===== config.mk =====
export PLATFORM = sky130hd
export DESIGN_NAME = sysreg_bank
export DESIGN_NICKNAME = d
export VERILOG_FILES = /design/src/verilog/sysreg_pkg.sv /design/src/verilog/sysreg_ram.sv /design/src/verilog/sysreg_alu_flags.sv /design/src/verilog/sysreg_bank.sv
export SDC_FILE = /design/constraint.sdc
export NUM_CORES = 2
export LEC_CHECK = 0
export BUFFER_PORTS_ARGS = -buffer_cell sky130_fd_sc_hd__buf_4
export CAP_MARGIN = 10
export CORE_MARGIN = 2
export CORE_UTILIZATION = 40
export DETAILED_ROUTE_END_ITERATION = 12
export GPL_TIMING_DRIVEN = 1
export MAX_ROUTING_LAYER = met4
export PLACE_DENSITY = 0.56
export SYNTH_ARGS = -nofsm -noshare
export SYNTH_HDL_FRONTEND = slang
export SYNTH_SLANG_ARGS = --single-unit

===== constraint.sdc =====
create_clock -name CLK -period 3.9 [get_ports CLK]
set_clock_uncertainty 0.2 [all_clocks]
set_input_delay 1.17 -clock CLK [delete_from_list [all_inputs] [get_ports CLK]]
set_output_delay 1.17 -clock CLK [all_outputs]
set_load 0.02 [all_outputs]

===== src/verilog/sysreg_pkg.sv =====
package sysreg_pkg;
	// data-memory locations of the system registers
	localparam logic [7:0] ADDR_WIN0 = 8'h00;
	localparam logic [7:0] ADDR_WIN1 = 8'h01;
	localparam logic [7:0] ADDR_PTR0 = 8'h02;
	localparam logic [7:0] ADDR_PTR1 = 8'h03;
	localparam logic [7:0] ADDR_STATUS = 8'h04;
	localparam logic [7:0] ADDR_WORK = 8'h05;
	localparam logic [7:0] ADDR_PEND_MAIN = 8'h06;
	localparam logic [7:0] ADDR_EN_MAIN = 8'h07;
	localparam logic [7:0] ADDR_PEND_SECOND = 8'h16;
	localparam logic [7:0] ADDR_EN_SECOND = 8'h17;
	// effective nine-bit address map
	localparam logic [8:0] SYS_TOP = 9'h007;
	localparam logic [8:0] RAM_BASE = 9'h080;
	localparam logic [8:0] RAM_TOP = 9'h17F;
	// status and main-enable field positions
	localparam int ST_BANK1 = 7;
	localparam int ST_BANK0 = 6;
	localparam int ST_SLEEP = 4;
	localparam int ST_WDOG = 3;
	localparam int ST_NIB = 2;
	localparam int ST_CARRY = 1;
	localparam int ST_ZERO = 0;
	localparam int EN_GATE = 7;
	// reset values
	localparam logic [7:0] STATUS_POR = 8'h00;
	localparam logic [7:0] REG_POR = 8'h00;
	localparam logic [4:0] MAIN_POR = 5'h00;
	localparam logic [2:0] SECOND_POR = 3'h0;
	// read pipeline depth in cycles
	localparam int READ_LATENCY = 2;
	typedef enum logic [2:0] {
		ALU_ADD = 3'b000,
		ALU_SUB = 3'b001,
		ALU_AND = 3'b010,
		ALU_OR = 3'b011,
		ALU_XOR = 3'b100,
		ALU_PASS = 3'b101
	} alu_op_e;
endpackage


===== src/verilog/sysreg_ram.sv =====
module sysreg_ram import sysreg_pkg::*; #(
	parameter int AW = 8,
	parameter int DW = 8
) (
	input wire logic clk, // core clock
	input wire logic rst_n, // async reset, low
	input wire logic we, // write strobe
	input wire logic re, // read strobe
	input wire logic [AW-1:0] addr, // word address
	input wire logic [DW-1:0] wdata, // write data
	output logic [DW-1:0] rdata_r // registered read data
);
	logic [DW-1:0] mem [0:(1<<AW)-1];

	always_ff @(posedge clk) begin
		if (we) begin
			mem[addr] <= wdata;
		end
	end

	always_ff @(posedge clk or negedge rst_n) begin
		if (!rst_n) begin
			rdata_r <= '0;
		end else if (re) begin
			rdata_r <= mem[addr];
		end
	end
endmodule // sysreg_ram


===== src/verilog/sysreg_alu_flags.sv =====
module sysreg_alu_flags import sysreg_pkg::*; (
	input alu_op_e op, // operation
	input wire logic [7:0] a, // first operand
	input wire logic [7:0] b, // second operand
	output logic [7:0] result, // operation result
	output logic zero, // result is zero
	output logic nib_carry, // carry out of bit 3
	output logic carry, // carry out of bit 7
	output logic arith // op touches carry flags
);
	logic [7:0] b_eff;
	logic cin;
	logic [4:0] low_sum;
	logic [8:0] full_sum;

	// subtraction as a + ~b + 1, so carries mean no borrow
	assign arith = (op == ALU_ADD) || (op == ALU_SUB);
	assign b_eff = (op == ALU_SUB) ? ~b : b;
	assign cin = (op == ALU_SUB);
	assign low_sum = {1'b0, a[3:0]} + {1'b0, b_eff[3:0]} + {4'h0, cin};
	assign full_sum = {1'b0, a} + {1'b0, b_eff} + {8'h00, cin};
	assign nib_carry = low_sum[4];
	assign carry = full_sum[8];

	always_comb begin
		unique case (op)
			ALU_ADD, ALU_SUB: result = full_sum[7:0];
			ALU_AND: result = a & b;
			ALU_OR: result = a | b;
			ALU_XOR: result = a ^ b;
			ALU_PASS: result = a;
			default: result = a;
		endcase
	end

	assign zero = (result == 8'h00);
endmodule // sysreg_alu_flags


===== src/verilog/sysreg_bank.sv =====
module sysreg_bank import sysreg_pkg::*; (
	input wire logic CLK, // core clock
	input wire logic RSTN, // power-on reset, low
	input wire logic WDT_RST, // watchdog reset pulse
	input wire logic SLEEP_EV, // sleep instruction pulse
	input wire logic RD_EN, // data read strobe
	input wire logic WR_EN, // data write strobe
	input wire logic [7:0] ADDR, // direct data address
	input wire logic [7:0] WDATA, // write data
	input wire logic ALU_EN, // instruction updates flags
	input alu_op_e ALU_OP, // alu operation
	input wire logic [7:0] ALU_A, // alu first operand
	input wire logic [7:0] ALU_B, // alu second operand
	input wire logic [7:0] IRQ_EVT, // {ctr,e3,e2,tmr,twi,adc,e1,e0}
	output logic [7:0] RDATA, // read data
	output logic RVALID, // read data valid pulse
	output logic [7:0] ALU_RES, // registered alu result
	output logic IRQ_REQ // interrupt to core
);
	logic [7:0] ptr0_address_r, ptr1_address_r, work_r;
	logic ptr0_bank_bit_r, ptr1_bank_bit_r;
	logic sleep_entered_flag_r, watchdog_expiry_flag_r;
	logic nibble_carry_flag_r, carry_r, zero_r;
	logic master_irq_gate_r;
	logic [4:0] irq_pending_main_r, irq_mask_main_r;
	logic [2:0] irq_pending_second_r, irq_mask_second_r;
	logic [7:0] status_val, en_main_val;
	logic hit_win0, hit_win1, acc;
	logic [8:0] eff;
	logic in_sys, in_ram, rd_ram, wr_ram;
	logic [7:0] ram_addr, ram_q, spec_val;
	logic wr_status, wr_ptr0, wr_ptr1, wr_work, wr_pm, wr_em, wr_ps, wr_es;
	logic [7:0] alu_res;
	logic alu_z, alu_dc, alu_c, alu_arith;
	logic prot_arith, prot_zero;
	logic [4:0] pend_main_nxt;
	logic [2:0] pend_second_nxt;
	logic irq_nxt;
	logic rd_v1_r, sel_ram_r;
	logic [7:0] spec_r;

	// window redirection through the pointers
	assign acc = RD_EN || WR_EN;
	assign hit_win0 = (ADDR == ADDR_WIN0);
	assign hit_win1 = (ADDR == ADDR_WIN1);
	assign eff = hit_win0 ? {ptr0_bank_bit_r, ptr0_address_r} :
		hit_win1 ? {ptr1_bank_bit_r, ptr1_address_r} : {1'b0, ADDR};
	// second interrupt pair sits outside the low system slots
	assign in_sys = (eff <= SYS_TOP) || (eff == {1'b0, ADDR_PEND_SECOND}) ||
		(eff == {1'b0, ADDR_EN_SECOND});
	assign in_ram = (eff >= RAM_BASE) && (eff <= RAM_TOP);
	assign ram_addr = 8'(eff - RAM_BASE);
	assign rd_ram = RD_EN && in_ram;
	assign wr_ram = WR_EN && in_ram;

	// register writes decoded on the effective address
	assign wr_status = WR_EN && (eff == {1'b0, ADDR_STATUS});
	assign wr_ptr0 = WR_EN && (eff == {1'b0, ADDR_PTR0});
	assign wr_ptr1 = WR_EN && (eff == {1'b0, ADDR_PTR1});
	assign wr_work = WR_EN && (eff == {1'b0, ADDR_WORK});
	assign wr_pm = WR_EN && (eff == {1'b0, ADDR_PEND_MAIN});
	assign wr_em = WR_EN && (eff == {1'b0, ADDR_EN_MAIN});
	assign wr_ps = WR_EN && (eff == {1'b0, ADDR_PEND_SECOND});
	assign wr_es = WR_EN && (eff == {1'b0, ADDR_EN_SECOND});

	sysreg_ram #(.AW(8), .DW(8)) u_ram (
		.clk(CLK),
		.rst_n(RSTN),
		.we(wr_ram),
		.re(rd_ram),
		.addr(ram_addr),
		.wdata(WDATA),
		.rdata_r(ram_q)
	);

	sysreg_alu_flags u_alu (
		.op(ALU_OP),
		.a(ALU_A),
		.b(ALU_B),
		.result(alu_res),
		.zero(alu_z),
		.nib_carry(alu_dc),
		.carry(alu_c),
		.arith(alu_arith)
	);

	// flag-updating instruction owns zero, and for add/sub the carry bits, over a status write
	assign prot_arith = ALU_EN && alu_arith;
	assign prot_zero = ALU_EN;

	assign status_val = {ptr1_bank_bit_r, ptr0_bank_bit_r, 1'b0, sleep_entered_flag_r,
		watchdog_expiry_flag_r, nibble_carry_flag_r, carry_r, zero_r};
	assign en_main_val = {master_irq_gate_r, 2'b00, irq_mask_main_r};

	// windows read as zero when a pointer targets a window
	always_comb begin
		spec_val = 8'h00;
		if (eff == {1'b0, ADDR_PTR0}) spec_val = ptr0_address_r;
		if (eff == {1'b0, ADDR_PTR1}) spec_val = ptr1_address_r;
		if (eff == {1'b0, ADDR_STATUS}) spec_val = status_val;
		if (eff == {1'b0, ADDR_WORK}) spec_val = work_r;
		if (eff == {1'b0, ADDR_PEND_MAIN}) spec_val = {3'b000, irq_pending_main_r};
		if (eff == {1'b0, ADDR_EN_MAIN}) spec_val = en_main_val;
		if (eff == {1'b0, ADDR_PEND_SECOND}) spec_val = {5'b00000, irq_pending_second_r};
		if (eff == {1'b0, ADDR_EN_SECOND}) spec_val = {5'b00000, irq_mask_second_r};
	end

	// events win over a clearing write
	assign pend_main_nxt = (wr_pm ? WDATA[4:0] : irq_pending_main_r) | IRQ_EVT[4:0];
	assign pend_second_nxt = (wr_ps ? WDATA[2:0] : irq_pending_second_r) | IRQ_EVT[7:5];
	assign irq_nxt = master_irq_gate_r && (|(irq_pending_main_r & irq_mask_main_r) ||
		|(irq_pending_second_r & irq_mask_second_r));

	always_ff @(posedge CLK or negedge RSTN) begin
		if (!RSTN) begin
			ptr0_address_r <= REG_POR;
			ptr1_address_r <= REG_POR;
			work_r <= REG_POR;
		end else begin
			if (wr_ptr0) ptr0_address_r <= WDATA;
			if (wr_ptr1) ptr1_address_r <= WDATA;
			if (wr_work) work_r <= WDATA;
		end
	end

	always_ff @(posedge CLK or negedge RSTN) begin
		if (!RSTN) begin
			{ptr1_bank_bit_r, ptr0_bank_bit_r} <= STATUS_POR[ST_BANK1:ST_BANK0];
			sleep_entered_flag_r <= STATUS_POR[ST_SLEEP];
			watchdog_expiry_flag_r <= STATUS_POR[ST_WDOG];
			{nibble_carry_flag_r, carry_r, zero_r} <= STATUS_POR[ST_NIB:ST_ZERO];
		end else begin
			if (wr_status) begin
				ptr1_bank_bit_r <= WDATA[ST_BANK1];
				ptr0_bank_bit_r <= WDATA[ST_BANK0];
			end
			// cause flags only move by hardware events
			if (SLEEP_EV) sleep_entered_flag_r <= 1'b1;
			if (WDT_RST) watchdog_expiry_flag_r <= 1'b1;
			if (prot_arith) begin
				nibble_carry_flag_r <= alu_dc;
				carry_r <= alu_c;
			end else if (wr_status) begin
				nibble_carry_flag_r <= WDATA[ST_NIB];
				carry_r <= WDATA[ST_CARRY];
			end
			if (prot_zero) zero_r <= alu_z;
			else if (wr_status) zero_r <= WDATA[ST_ZERO];
		end
	end

	always_ff @(posedge CLK or negedge RSTN) begin
		if (!RSTN) begin
			master_irq_gate_r <= 1'b0;
			irq_mask_main_r <= MAIN_POR;
			irq_mask_second_r <= SECOND_POR;
			irq_pending_main_r <= MAIN_POR;
			irq_pending_second_r <= SECOND_POR;
			IRQ_REQ <= 1'b0;
		end else begin
			if (wr_em) begin
				master_irq_gate_r <= WDATA[EN_GATE];
				irq_mask_main_r <= WDATA[4:0];
			end
			if (wr_es) irq_mask_second_r <= WDATA[2:0];
			irq_pending_main_r <= pend_main_nxt;
			irq_pending_second_r <= pend_second_nxt;
			IRQ_REQ <= irq_nxt;
		end
	end

	// two-stage read: memory word or captured register value
	always_ff @(posedge CLK or negedge RSTN) begin
		if (!RSTN) begin
			rd_v1_r <= 1'b0;
			sel_ram_r <= 1'b0;
			spec_r <= 8'h00;
			RDATA <= 8'h00;
			RVALID <= 1'b0;
			ALU_RES <= 8'h00;
		end else begin
			rd_v1_r <= RD_EN;
			sel_ram_r <= rd_ram;
			spec_r <= (RD_EN && in_sys) ? spec_val : 8'h00;
			RDATA <= rd_v1_r ? (sel_ram_r ? ram_q : spec_r) : 8'h00;
			RVALID <= rd_v1_r;
			if (ALU_EN) ALU_RES <= alu_res;
		end
	end

	logic [4:0] nib_sum_chk;
	assign nib_sum_chk = {1'b0, ALU_A[3:0]} + {1'b0, ALU_B[3:0]};
	logic [8:0] add_sum_chk;
	logic sub_nb_chk, sub_nib_chk;
	assign add_sum_chk = {1'b0, ALU_A} + {1'b0, ALU_B};
	assign sub_nb_chk = (ALU_A >= ALU_B);
	assign sub_nib_chk = (ALU_A[3:0] >= ALU_B[3:0]);
endmodule // sysreg_bank


==> results.toml <==
[critical_path]
cp.required_ns = 4.49
r2r_end = "u_ram.rdata_r[3]"
worst_setup_path_end_kind = "register"
cp-start-kind = "input pin"
critPathArrivalTime_ns = 4.73
critPathKind = "in2reg"
reg2reg_depth = 13
reg2reg_slack_ns = -0.04
critical_path.max_fanout = 7
r2r-start = "ptr1_address_r[1]"

[route]
via_per_inst = 5.87
wl_um = 336000
wl_per_cell_um = 31.3
detail_route.iter0.violations = 8930
antenna_left = 0
via_count = 63100
drc = 0
firstDrtPassIters = 6

[die]
ios = 68
core-area_sq_um = 215000
die_w_um = 468
die_h_um = 468
rows = 170
die-area_sq_um = 219000
initial_core_util_pct = 40.2

[timing]
finalMaxSlewViolations = 0
setup_viol = 14
tightest_slew_ns = 1.01
fmax_mhz = 242
hold_viol = 0
layout_setup_ws_ns = -0.237
hold_ws_ns = 0.109
slew_headroom_pct = 32.8
fin_crit_ns = 4.14
rsz0062_at_grt = "yes"
fin_crit_sh_pct = 106
finalSetupTns_ns = -1.38

[layout]
nNetsFinal = 7790
area_delta_synth_final_pct = 30.4
drive_above_1_share_pct = 28.1
stdcell_count = 10700
final_util_pct = 52.4

[clock_tree]
clk_pin_slew_ns = 0.07
htreeDepth = 4
clockBufferDepth = 3
clk_latency_ns = 0.91
clockRootBuffer = "clkbuf_16"
cts_made_buffers = 217
cts.sinks = 2132
cts_tree = "yes"

[synth]
synth_ff_type = "edfxtp_1"
synth_top_area_share_pct = 71.3
syn_area_sq_um = 86300
synthArstFlopShare_pct = 3.94
avgSynthCellArea_sq_um = 13.3
synthCells = 6480
synth_cell_types = 79
ys_warn_count = 0
yosys-top-cells-count = "edfxtp_1 (2048), nand2_1 (1582), nand3_1 (595)"
yosys.area.top_type = "edfxtp_1"
syn-num-nets = 6555
synth_area_leaders = "edfxtp_1 (71%), nand2_1 (6.9%), nand3_1 (3.5%)"
synth_edf_count = 2048
synth.ff_latch_count = 2132
yosysSeqAreaShare_pct = 73.7
yosysMostFrequentCell = "edfxtp_1"

[pwr]
pwr-share-comb_pct = 8.0
p_clk_share_pct = 41.8
peakVddDrop_v = 0.000492
cellLeakagePower_nw = 40.1
power.switching_mw = 11.8
seqPwrFrac_pct = 50.2
switching_share_pct = 23.4
finalPower_mw = 50.4
powerDensity_nw_per_um2 = 448
p_int_mw = 38.6

[placed_design]
dp.cells = 10200
gp_congestion = 1.01
numPortBuffers = 67
dp_hpwl_um = 233000

[global_routing]
grt_antenna_before_repair = 24
grt_pass1_wl_um = 463000
grt_pass1_vias = 59000
grt-ovfl-total = 0
grt_max_degree = 83
grt_usage_pct = 31.1

[status]
violations = "negative setup slack"
status = "finished with violations"

[run]
drv_cap = 0

[hold_path]
hp-class = "in2async"
==> cell families after synthesis <==
family	count (synthesis)	synth area share [%]
compound gates	776	6.12
fa+ha+maj	25	0.371
xor+xnor	14	0.142
flops	2132	73.7
mux	217	3.02
simple gates	2843	14.3
buf+inv	473	2.31
==> registers in the layout, indices dropped and copies added, names as in the netlist, 5 cells and up <==
| signal | flops |
|---|---|
| u_ram.mem | 2048 |
| ALU_RES | 8 |
| RDATA | 8 |
| ptr0_address_r | 8 |
| ptr1_address_r | 8 |
| spec_r | 8 |
| u_ram.rdata_r | 8 |
| work_r | 8 |
| irq_mask_main_r | 5 |
| irq_pending_main_r | 5 |
==> layer usage <==
layer	vias up	track usage (%)	wire length (um)
li1	26700	-	-
met5	-	-	0
met1	32000	42.1	134000
met4	0	12.3	15300
met2	3698	45.7	151000
met3	607	6.47	36300
==> stage by stage <==
stage	worst slack, ns	instance area [sq um]
after floorplan	-0.683	87800
after global placement	-1.47	103000
final	-0.237	113000
after detailed placement	-1.46	103000
after global routing	-0.228	113000
after CTS	-0.104	112000
==> final cells by class <==
type,instances,area [sq um]
inverter,29,109
multi-input combinational,3876,23000
clock inverter,140,1410
clock buffer,258,5720
antenna,12,30.0
sequential,2132,63600
timing repair buffer,1459,15100
fill,17900,102000
tap,2838,3550
==> how the worst max path moves through the flow <==
stage | start | endpoint | slack, ns | depth (start not counted)
floorplan | ADDR[1] | u_ram.mem[79][0] | -0.68 | 9
global placement | ADDR[5] | u_ram.rdata_r[7] | -1.47 | 15
detailed placement | ADDR[4] | u_ram.rdata_r[7] | -1.46 | 15
CTS | ADDR[6] | u_ram.rdata_r[7] | -0.10 | 15
global route | ADDR[5] | u_ram.rdata_r[2] | -0.23 | 18
finish | ADDR[4] | u_ram.rdata_r[3] | -0.24 | 12
==> worst max-delay path: stages <==
cell      delay, ns
buf_4          0.13
or4_4          0.60
buf_4          0.17
or3_4          0.39
o211ai_4       0.17
buf_6          0.21
nor2_4         0.08
nand4_1        0.11
o211ai_1       0.28
or4_4          0.62
a2111o_1       0.43
o32a_1         0.35
==> what timing repair did <==
item / CTS / global route
setup buffers: 38 / 47
setup endpoints to repair: 41 / 129
resized for setup: 133 / 120
cloned: 3 / 2
hold buffers: 0 / 0
hold endpoints to repair: 0 / 0
pin swaps: 47 / 52
==> placed cells by master (no fill, tap or decap), types with 23 or more instances in the layout <==
| master | Yosys | final |
|---|---|---|
| o21ai_0 | 69 | 55 |
| nand3_1 | 595 | 587 |
| clkinv_2 | 0 | 46 |
| a21oi_1 | 243 | 227 |
| ha_1 | 24 | 24 |
| a221oi_1 | 29 | 28 |
| inv_1 | 28 | 28 |
| and3_1 | 53 | 50 |
| a22oi_1 | 44 | 41 |
| clkbuf_1 | 174 | 32 |
| bufinv_16 | 0 | 23 |
| mux4_2 | 33 | 33 |
| a311oi_1 | 36 | 30 |
| buf_4 | 0 | 1097 |
| mux2i_1 | 166 | 156 |
| buf_6 | 4 | 43 |
| a31oi_1 | 65 | 56 |
| clkinv_1 | 1 | 50 |
| dfrtp_1 | 84 | 84 |
| a32oi_1 | 55 | 53 |
| o22ai_1 | 57 | 55 |
| clkbuf_16 | 0 | 222 |
| nand2_1 | 1582 | 1560 |
| nand4_1 | 167 | 167 |
| nor2_4 | 0 | 152 |
| buf_12 | 0 | 297 |
| nor2_2 | 1 | 54 |
| nor2_1 | 326 | 121 |
| edfxtp_1 | 2048 | 2048 |
==> power by group through the flow <==
stage	Clock, mW	Sequential, mW	Combinational, mW
after floorplan	0	25.7	1.43
after global placement	0	25.7	3.72
after detailed placement	0	25.7	3.76
after CTS	21.2	25.3	3.88
after global routing	22.1	25.3	4.19
final	21.1	25.3	4.04
Note: power is estimated with default switching activity, not from simulation.
